[src/idac_pkg.sv]
// package: register map, field positions, reset values and types of the interpolating dac datapath
`default_nettype none
package idac_pkg;
  localparam logic [3:0] ADDR_CFG_LO = 4'h1;
  localparam logic [3:0] ADDR_CFG_HI = 4'h2;
  localparam logic [3:0] ADDR_FREQ0 = 4'h3;
  localparam logic [3:0] ADDR_PHASE0 = 4'h7;
  localparam logic [3:0] ADDR_STATUS = 4'h9;
  localparam logic [3:0] ADDR_OFFA_LO = 4'hA;
  localparam logic [3:0] ADDR_GOA_HI = 4'hB;
  localparam logic [3:0] ADDR_GAINA_LO = 4'hC;
  localparam logic [3:0] ADDR_OFFB_LO = 4'hD;
  localparam logic [3:0] ADDR_GOB_HI = 4'hE;
  localparam logic [3:0] ADDR_GAINB_LO = 4'hF;
  // cfg_lo fields
  localparam int MODE_HI = 7;
  localparam int MODE_LO = 6;
  localparam int SEL_HI = 5;
  localparam int SEL_LO = 4;
  localparam int FBYPASS_BIT = 3;
  localparam int ISINC_BIT = 2;
  // cfg_hi fields
  localparam int NCO_BIT = 7;
  localparam int SSB_BIT = 6;
  localparam int RSPECT_BIT = 5;
  localparam int PHSYNC_BIT = 4;
  localparam int EXTCLK_BIT = 3;
  localparam logic [7:0] CFG_LO_RST = 8'h00;
  localparam logic [7:0] CFG_HI_RST = 8'h00;
  localparam logic [7:0] GAIN_LO_RST = 8'hFF;
  localparam logic [7:0] GO_HI_RST = 8'hF0;
  // mixer scale: sine table is q1.14
  localparam int TRIG_FRAC = 14;
  localparam int CLK_MHZ = 25;
  localparam int NCO_MAX_MHZ = 320;
  typedef enum logic [1:0] {
    IDAC_DUAL = 2'b00,
    IDAC_SSB = 2'b01,
    IDAC_QUAD = 2'b10,
    IDAC_RSVD = 2'b11
  } idac_mode_t;
  typedef struct packed {
    logic signed [15:0] a;
    logic signed [15:0] b;
  } idac_pair_t;
endpackage : idac_pkg
`default_nettype wire

[src/idac_top.sv]
// interpolating dual dac digital datapath: capture, interpolation, nco mixer, gain and offset
//
// Functional notes
// - mode 00: two independent channels, each interpolated to its own converter.
// - each channel: four cascaded half-band stages then optional inverse-sinc filter.
// - two-bit select picks overall interpolation 2x, 4x, 8x or 16x.
// - filter-bypass routes samples around all interpolation stages.
// - mode 01: inputs are I/Q, mixed into a Hilbert pair on A and B.
// - A = I cos - Q sin, B = I sin + Q cos.
// - 32-bit tuning word loaded through four byte registers.
// - 16-bit phase offset from two byte registers added to oscillator phase.
// - oscillator accumulator advances once per update-rate sample.
// - oscillator off in ssb/quad: quarter-rate mix with 1 0 -1 0, accumulator frozen.
// - sideband bit negates the B mixer result in mode 01 and puts the A result on B in mode 10.
// - spectrum-reverse bit negates the sine term in the mixer.
// - gain and offset for both converters live at 0x0A to 0x0F.
// - each gain code sets its own converter full-scale current.
// - each offset code is added to its sample stream before conversion.
// - half-rate oscillator in ssb mode turns last filter into high-pass.
// - update clock must stay at or below 320 MHz with oscillator on.
// - pll and dual-clock modes capture words on primary clock rising edge.
// - external clock mode emits data-rate strobe; source aligns words to it.
// - mode 10: only converter B carries mixer output, A held constant.
// - with oscillator on, phase strobe high with async reset option clears accumulator until low.
//
// Local design decisions: the register offsets and the address-and-strobe port.
`default_nettype none
module idac_top (
  input wire logic clk,
  input wire logic rst_b,
  input wire logic [3:0] reg_addr,
  input wire logic [7:0] reg_wdata,
  input wire logic reg_wr,
  input wire logic reg_rd,
  output logic [7:0] reg_rdata,
  input wire idac_pkg::idac_pair_t data_in,
  input wire logic phase_strobe,
  output logic lock_strobe_output,
  output idac_pkg::idac_pair_t dac_out,
  output logic [11:0] gain_a,
  output logic [11:0] gain_b
);
  // update rate equals clk; oscillator limit only matters at the real rate
  localparam bit NCO_RATE_OK = idac_pkg::CLK_MHZ <= idac_pkg::NCO_MAX_MHZ;

  logic [7:0] regs_ff [16];
  logic [7:0] reg_rdata_ff;
  logic [31:0] acc_ff;
  logic [3:0] cnt_ff;
  logic [2:0] phs_sync_ff;
  logic lock_ff;
  idac_pkg::idac_pair_t cap_ff;
  idac_pkg::idac_pair_t mix_ff;
  idac_pkg::idac_pair_t dac_ff;
  idac_pkg::idac_pair_t sinc_d1_ff;
  idac_pkg::idac_pair_t sinc_d2_ff;

  // decoded controls
  idac_pkg::idac_mode_t mode;
  logic [1:0] sel;
  logic [2:0] n_stages;
  logic fbypass;
  logic isinc_en;
  logic nco_en;
  logic ssb;
  logic rspect;
  logic phs_async;
  logic ext_clk;
  logic [31:0] freq;
  logic [15:0] phase;
  logic signed [15:0] off_a;
  logic signed [15:0] off_b;

  assign mode = idac_pkg::idac_mode_t'(regs_ff[idac_pkg::ADDR_CFG_LO][idac_pkg::MODE_HI:idac_pkg::MODE_LO]);
  assign sel = regs_ff[idac_pkg::ADDR_CFG_LO][idac_pkg::SEL_HI:idac_pkg::SEL_LO];
  assign n_stages = {1'b0, sel} + 3'h1; // 00 -> 2x ... 11 -> 16x
  assign fbypass = regs_ff[idac_pkg::ADDR_CFG_LO][idac_pkg::FBYPASS_BIT];
  assign isinc_en = regs_ff[idac_pkg::ADDR_CFG_LO][idac_pkg::ISINC_BIT];
  assign nco_en = regs_ff[idac_pkg::ADDR_CFG_HI][idac_pkg::NCO_BIT];
  assign ssb = regs_ff[idac_pkg::ADDR_CFG_HI][idac_pkg::SSB_BIT];
  assign rspect = regs_ff[idac_pkg::ADDR_CFG_HI][idac_pkg::RSPECT_BIT];
  assign phs_async = ~regs_ff[idac_pkg::ADDR_CFG_HI][idac_pkg::PHSYNC_BIT];
  assign ext_clk = regs_ff[idac_pkg::ADDR_CFG_HI][idac_pkg::EXTCLK_BIT];
  // tuning word and phase, lowest address holds the low byte
  assign freq = {regs_ff[4'h6], regs_ff[4'h5], regs_ff[4'h4], regs_ff[idac_pkg::ADDR_FREQ0]};
  assign phase = {regs_ff[4'h8], regs_ff[idac_pkg::ADDR_PHASE0]};
  // 11-bit offsets sign-extended to sample width
  assign off_a = 16'(signed'({regs_ff[idac_pkg::ADDR_GOA_HI][2:0], regs_ff[idac_pkg::ADDR_OFFA_LO]}));
  assign off_b = 16'(signed'({regs_ff[idac_pkg::ADDR_GOB_HI][2:0], regs_ff[idac_pkg::ADDR_OFFB_LO]}));

  function automatic logic [3:0] lo_mask(input logic [2:0] bits);
    lo_mask = ~(4'hF << bits);
  endfunction : lo_mask

  function automatic logic signed [15:0] sat16(input logic signed [17:0] v);
    if (v > 18'sh07FFF) begin
      sat16 = 16'h7FFF;
    end else if (v < -18'sh08000) begin
      sat16 = 16'h8000;
    end else begin
      sat16 = v[15:0];
    end
  endfunction : sat16

  // 16-point sine, q1.14; index is the top four phase bits
  function automatic logic signed [15:0] sin16(input logic [3:0] idx);
    logic [15:0] mag;
    logic [1:0] k;
    mag = 16'h0000;
    k = idx[2] ? 2'(4 - idx[1:0]) : idx[1:0];
    case ({idx[2] & (idx[1:0] == 2'b00), k})
      3'b000: mag = 16'h0000;
      3'b001: mag = 16'h187E;
      3'b010: mag = 16'h2D41;
      3'b011: mag = 16'h3B21;
      default: mag = 16'h4000;
    endcase
    sin16 = idx[3] ? -signed'(mag) : signed'(mag);
  endfunction : sin16

  // register file: byte-wide, writes land on the following edge
  always_ff @(posedge clk) begin
    if (!rst_b) begin
      for (int i = 0; i < 16; i++) begin
        regs_ff[i] <= 8'h00;
      end
      regs_ff[idac_pkg::ADDR_CFG_LO] <= idac_pkg::CFG_LO_RST;
      regs_ff[idac_pkg::ADDR_CFG_HI] <= idac_pkg::CFG_HI_RST;
      regs_ff[idac_pkg::ADDR_GAINA_LO] <= idac_pkg::GAIN_LO_RST;
      regs_ff[idac_pkg::ADDR_GAINB_LO] <= idac_pkg::GAIN_LO_RST;
      regs_ff[idac_pkg::ADDR_GOA_HI] <= idac_pkg::GO_HI_RST;
      regs_ff[idac_pkg::ADDR_GOB_HI] <= idac_pkg::GO_HI_RST;
    end else if (reg_wr && reg_addr != 4'h0 && reg_addr != idac_pkg::ADDR_STATUS) begin
      regs_ff[reg_addr] <= reg_wdata;
    end
  end

  // read port; status shows the accumulator top byte, unmapped 0x0 reads zero
  always_ff @(posedge clk) begin
    if (!rst_b) begin
      reg_rdata_ff <= 8'h00;
    end else if (reg_rd) begin
      if (reg_addr == idac_pkg::ADDR_STATUS) begin
        reg_rdata_ff <= acc_ff[31:24];
      end else if (reg_addr == 4'h0) begin
        reg_rdata_ff <= 8'h00;
      end else begin
        reg_rdata_ff <= regs_ff[reg_addr];
      end
    end else begin
      reg_rdata_ff <= 8'h00;
    end
  end

  // gain codes steer the converter current cells directly, no digital scaling
  assign gain_a = {regs_ff[idac_pkg::ADDR_GOA_HI][7:4], regs_ff[idac_pkg::ADDR_GAINA_LO]};
  assign gain_b = {regs_ff[idac_pkg::ADDR_GOB_HI][7:4], regs_ff[idac_pkg::ADDR_GAINB_LO]};

  // update-rate phase counter; data rate is the wrap of its low n_stages bits
  always_ff @(posedge clk) begin
    if (!rst_b) begin
      cnt_ff <= 4'h0;
    end else begin
      cnt_ff <= cnt_ff + 4'h1;
    end
  end

  logic data_en;
  assign data_en = (cnt_ff & lo_mask(n_stages)) == 4'h0;

  // capture on the data-rate edge; in external mode the strobe is the alignment mark
  always_ff @(posedge clk) begin
    if (!rst_b) begin
      cap_ff <= '0;
      lock_ff <= 1'b0;
    end else begin
      if (data_en) begin
        cap_ff <= data_in;
      end
      lock_ff <= ext_clk ? data_en : 1'b1;
    end
  end

  // half-band stages: linear interpolation keeps area small at some stop-band cost
  idac_pkg::idac_pair_t st_out [4];
  generate
    for (genvar g = 0; g < 4; g++) begin : g_stage
      idac_pkg::idac_pair_t cur_ff;
      idac_pkg::idac_pair_t prv_ff;
      idac_pkg::idac_pair_t out_ff;
      idac_pkg::idac_pair_t st_in;
      logic active;
      logic in_en;
      logic out_en;
      assign st_in = (g == 0) ? cap_ff : st_out[(g == 0) ? 0 : g - 1];
      assign active = 3'(g) < n_stages;
      assign in_en = (cnt_ff & lo_mask(3'(n_stages - 3'(g)))) == 4'h0;
      assign out_en = (cnt_ff & lo_mask(3'(n_stages - 3'(g) - 3'h1))) == 4'h0;
      always_ff @(posedge clk) begin
        if (!rst_b) begin
          cur_ff <= '0;
          prv_ff <= '0;
          out_ff <= '0;
        end else if (active) begin
          if (in_en) begin
            prv_ff <= cur_ff;
            cur_ff <= st_in;
          end
          if (out_en) begin
            if (in_en) begin
              out_ff <= cur_ff;
            end else begin
              out_ff.a <= 16'((17'(cur_ff.a) + 17'(prv_ff.a)) >>> 1);
              out_ff.b <= 16'((17'(cur_ff.b) + 17'(prv_ff.b)) >>> 1);
            end
          end
        end
      end
      assign st_out[g] = active ? out_ff : st_in;
    end
  endgenerate

  idac_pkg::idac_pair_t filt;
  assign filt = fbypass ? cap_ff : st_out[3];

  // inverse sinc: 3-tap high-frequency boost, centre tap plus (2x1 - x0 - x2)/16
  always_ff @(posedge clk) begin
    if (!rst_b) begin
      sinc_d1_ff <= '0;
      sinc_d2_ff <= '0;
    end else begin
      sinc_d1_ff <= filt;
      sinc_d2_ff <= sinc_d1_ff;
    end
  end

  idac_pkg::idac_pair_t sinc_out;
  idac_pkg::idac_pair_t iq;
  assign sinc_out.a = sat16(18'(sinc_d1_ff.a) +
    ((18'(sinc_d1_ff.a) * 18'sd2 - 18'(filt.a) - 18'(sinc_d2_ff.a)) >>> 4));
  assign sinc_out.b = sat16(18'(sinc_d1_ff.b) +
    ((18'(sinc_d1_ff.b) * 18'sd2 - 18'(filt.b) - 18'(sinc_d2_ff.b)) >>> 4));
  assign iq = isinc_en ? sinc_out : sinc_d1_ff;

  // oscillator accumulator; frozen when the oscillator is powered down
  logic mixing;
  assign mixing = mode == idac_pkg::IDAC_SSB || mode == idac_pkg::IDAC_QUAD;

  always_ff @(posedge clk) begin
    if (!rst_b) begin
      phs_sync_ff <= 3'b000;
    end else begin
      phs_sync_ff <= {phs_sync_ff[1:0], phase_strobe};
    end
  end

  // level moves only when the last two stages agree, so a strobe edge is never half-seen
  logic phs_high_ff;
  always_ff @(posedge clk) begin
    if (!rst_b) begin
      phs_high_ff <= 1'b0;
    end else if (phs_sync_ff[2] == phs_sync_ff[1]) begin
      phs_high_ff <= phs_sync_ff[2];
    end
  end

  always_ff @(posedge clk) begin
    if (!rst_b) begin
      acc_ff <= 32'h0000_0000;
    end else if (nco_en && phs_async && phs_high_ff) begin
      acc_ff <= 32'h0000_0000;
    end else if (nco_en) begin
      acc_ff <= acc_ff + freq;
    end
  end

  // phase index: oscillator top bits, or quarter-rate walk through the same table
  logic [15:0] ph_word;
  logic [3:0] ph_idx;
  logic signed [15:0] sin_v;
  logic signed [15:0] cos_v;
  assign ph_word = acc_ff[31:16] + phase;
  assign ph_idx = nco_en ? ph_word[15:12] : {cnt_ff[1:0], 2'b00};
  assign sin_v = rspect ? -sin16(ph_idx) : sin16(ph_idx);
  assign cos_v = sin16(4'(ph_idx + 4'h4));

  // complex mix; half-rate tuning gives (-1)^n, a high-pass on the last stage
  logic signed [32:0] prod_a;
  logic signed [32:0] prod_b;
  logic signed [15:0] raw_a;
  logic signed [15:0] raw_b;
  assign prod_a = 33'(iq.a * cos_v) - 33'(iq.b * sin_v);
  assign prod_b = 33'(iq.a * sin_v) + 33'(iq.b * cos_v);
  assign raw_a = sat16(18'(prod_a >>> idac_pkg::TRIG_FRAC));
  assign raw_b = sat16(18'(prod_b >>> idac_pkg::TRIG_FRAC));

  // mode 11 falls back to the dual path; nothing relies on it
  always_ff @(posedge clk) begin
    if (!rst_b) begin
      mix_ff <= '0;
    end else begin
      case (mode)
        idac_pkg::IDAC_SSB: begin
          mix_ff.a <= raw_a;
          mix_ff.b <= ssb ? sat16(-18'(raw_b)) : raw_b;
        end
        idac_pkg::IDAC_QUAD: begin
          mix_ff.a <= 16'h0000;
          mix_ff.b <= ssb ? raw_a : raw_b;
        end
        idac_pkg::IDAC_DUAL: begin
          mix_ff <= iq;
        end
        default: begin
          mix_ff <= iq;
        end
      endcase
    end
  end

  // offset added last; source must leave headroom or the result clips
  always_ff @(posedge clk) begin
    if (!rst_b) begin
      dac_ff <= '0;
    end else begin
      dac_ff.a <= sat16(18'(mix_ff.a) + 18'(off_a));
      dac_ff.b <= sat16(18'(mix_ff.b) + 18'(off_b));
    end
  end

  assign reg_rdata = reg_rdata_ff;
  assign lock_strobe_output = lock_ff;
  assign dac_out = dac_ff;
endmodule : idac_top
`default_nettype wire

[config.mk]
export PLATFORM = sky130hd
export DESIGN_NAME = idac_top
export DESIGN_NICKNAME = d
export VERILOG_FILES = /design/src/idac_pkg.sv /design/src/idac_top.sv
export SDC_FILE = /design/constraint.sdc
export NUM_CORES = 2
export LEC_CHECK = 0
export CAP_MARGIN = 30
export CORE_MARGIN = 10
export CORE_UTILIZATION = 30
export CTS_BUF_LIST = sky130_fd_sc_hd__clkbuf_8
export DETAILED_ROUTE_END_ITERATION = 8
export DONT_BUFFER_PORTS = 1
export PLACE_DENSITY = 0.43
export SYNTH_ARGS = -nofsm -noshare
export SYNTH_HDL_FRONTEND = slang
export SYNTH_SLANG_ARGS = --single-unit
[constraint.sdc]
create_clock -name clk -period 21.7 [get_ports clk]
set_input_delay 1.085 -clock clk [delete_from_list [all_inputs] [get_ports clk]]
set_output_delay 1.085 -clock clk [all_outputs]
set_load 0.01 [all_outputs]
==> results.cfg <==
[route]
drtAntennaViolNets = 0
first_pass_iters = 6
post_drt_wl_per_cell_um = 21.78
vias = 61700
drcViolationCount = 0
via_per_inst = 4.882
routed_wirelength_mm = 275.3
drt-initial-drc-count = 4485

[global_route]
grt_pass1_vias = 64980
antenna_found_initial = 9
track_usage_pct = 19.09
grt_pass1_wl_mm = 417.4
overflow = 0
grt_start_max_net_pins = 189

[worst_setup_path]
arrival_ns = 20.56
cp-end-kind = register
crit_required_ns = 22.39
critPathMaxFanout = 50
r2r-start = regs_ff[1][4]
startpoint = regs_ff[1][4]
worst-setup-path-type = register to register
worst_setup_path_start_kind = register
worst_path_max_delay_cell = ha_2
critPathMaxStageDelay_ns = 0.95

[cts]
clkTransAtPathRegs_ns = 0.06
clkLatencyLatePin_ns = 0.90
cts-buffers-inserted = 144
cts-hold-fix-buffers = 0
cts_sinks = 711
cts_tree = done
clockRootBuffer = clkbuf_8
postCtsSetupRepairBufs = 0
cts.htree.levels = 4
ctsResizeCount = 0
clockBufferDepth = 4

[place]
dpl.hpwl_mm = 213.6
gp_congestion = 0.9197
place_inst = 12400
port_buffers = 0

[synthesis]
async_flop_share_pct = 0
ys_seq_elements = 711
yosysWarnings = 0
ys_types = 105
ys.flop_type = dfxtp_1
syn_inst = 9150
netlist_area_um2 = 79090
synth-edff-count = 118
syn_avg_cell_area_um2 = 8.644
ys_seq_area_share_pct = 19.49

[flow_run]
maxCapViolCount = 0

[final_layout]
nFillCells = 27700
fin_cells = 12640
layout-drive-gt1-share_pct = 5.637
nets = 10860
area_growth_pct = 8.884

[timing]
finalClockSkew_ns = 0.09860
rsz0062_at_grt = no
slew_violations = 0
period_share_pct = 91.56
worst_pin_slew_ns = 1.130
relSlewSlack_pct = 24.66
final-setup-viol-count = 0
fmax_ghz = 0.05033
tns_ns = 0
min_period_ns = 19.87
finalHoldViolCount = 0

[die]
initial_core_util_pct = 30.16
dieHeight_um = 533.5
rows = 188
ios = 114
coreArea_um2 = 262300
die_w_um = 533.5
die_area_um2 = 284600

[hold_path]
hold_path_class = input pin to register
hold_path_startpoint = data_in[30]

[status]
status = finished clean
[cell usage in the layout (no fill, tap or decap), types with 27 or more instances in the layout]
cell and n:
mux4_2 30, o21a_1 48, a31oi_1 34, a21boi_0 31
and2_1 101, a311oi_1 30, dfxtp_1 593, nand3_1 68
o311ai_0 30, nor2b_1 58, xor2_1 72, xnor2_1 190
a21oi_1 619, inv_1 1530, o21bai_1 36, edfxtp_1 118
a211oi_1 37, o211ai_1 46, ha_1 581, nor2_1 920
buf_4 137, fa_1 1189, nor3_1 54, mux2i_1 101
and3_1 27, a21o_1 82, nand2_1 1436, o21ai_0 301
clkbuf_8 160, nand2b_1 48
[cell type report]
cell class              instances  area (um2)  share of cell area, %
well taps                    3515        4398                  5.107
multi-input cells            6543       56930                  66.11
flip-flops and latches        711       15410                  17.90
clock inverters                70       382.9                 0.4446
inverters                    1484        5578                  6.477
repair buffers                151        1194                  1.386
diodes                          6       15.01                0.01744
clock buffers                 160        2202                  2.557
[cell families after synthesis]
group / after synthesis / share of synthesized area [%]
AOI/OAI and AO/OA: 1492 / 11.50
xor gates and xnor gates: 279 / 3.118
adders and majority gates: 1784 / 39.47
buffers and inverters: 1901 / 9.101
DFF: 711 / 19.49
muxes: 162 / 2.571
other: 1 / 0.004741
and+or+nand+nor: 2820 / 14.74
[cell usage after synthesis (50+ instances only)]
cell type,number,area share [%]
xor2_1,76,0.84
a21oi_1,629,4.0
inv_1,1481,7.0
xnor2_1,200,2.2
ha_1,584,9.2
nand3_1,68,0.43
fa_1,1189,30
mux2i_1,114,1.4
dfxtp_1,593,15
and2_1,103,0.81
nor2_1,924,4.4
clkbuf_1,364,1.7
o21a_1,50,0.47
nor3_1,55,0.35
edfxtp_1,118,4.5
a21o_1,82,0.78
nor2b_1,58,0.46
o21ai_0,304,1.9
nand2_1,1440,6.8
[per-layer routing]
layer  part of all wire, %  up-vias  track usage [%]
met4                   3.7        4            6.071
li1                      -    28730                -
met1                    44    30930            25.55
met3                   5.7      397            2.892
met5                0.0091        -                0
met2                    47     1642            31.62
[worst paths after layout]
| path | endpoint | slack (ns) | cells after the start |
|---|---|---|---|
| hold / removal | cap_ff[30] | 0.33 | 2 |
| setup / recovery | mix_ff[7] | 1.83 | 69 |
| setup reg to reg | mix_ff[7] | 1.83 | 69 |
| hold reg to reg | g_stage[3].prv_ff[12] | 0.46 | 2 |
[metrics by stage]
| step | instance area (um2) | setup WS [ns] | hold slack, ns | utilization (%) |
|---|---|---|---|---|
| CTS | 86050 | 1.765 | 0.1950 | 32.81 |
| floorplan | 79110 | 3.773 | 0.4119 | - |
| global placement | 83370 | 2.227 | 0.4387 | 31.79 |
| detailed placement | 83460 | 1.825 | 0.4512 | 31.82 |
| global route | 86100 | 0.4326 | 0.2462 | 32.83 |
| finish | 86120 | 1.832 | 0.3255 | 32.83 |
[flip-flops by register name (all words and copies together) (netlist names), 118 cells and up]
name            flops
g_stage.out_ff    128
g_stage.prv_ff    128
regs_ff           118
g_stage.cur_ff    128
[critical path: cells and delay by family (launching register included)]
family | cells | cell delay [ns]
AOI/OAI and AO/OA | 32 | 7.97
xor gates and xnor gates | 2 | 0.41
adders and majority gates | 15 | 7.46
buffers and inverters | 9 | 1.20
DFF | 1 | 0.59
muxes | 1 | 0.19
and+or+nand+nor | 10 | 1.88
Power is not shown: default switching activity piles up to over one toggle a cycle in this logic, so the estimate is an artifact.
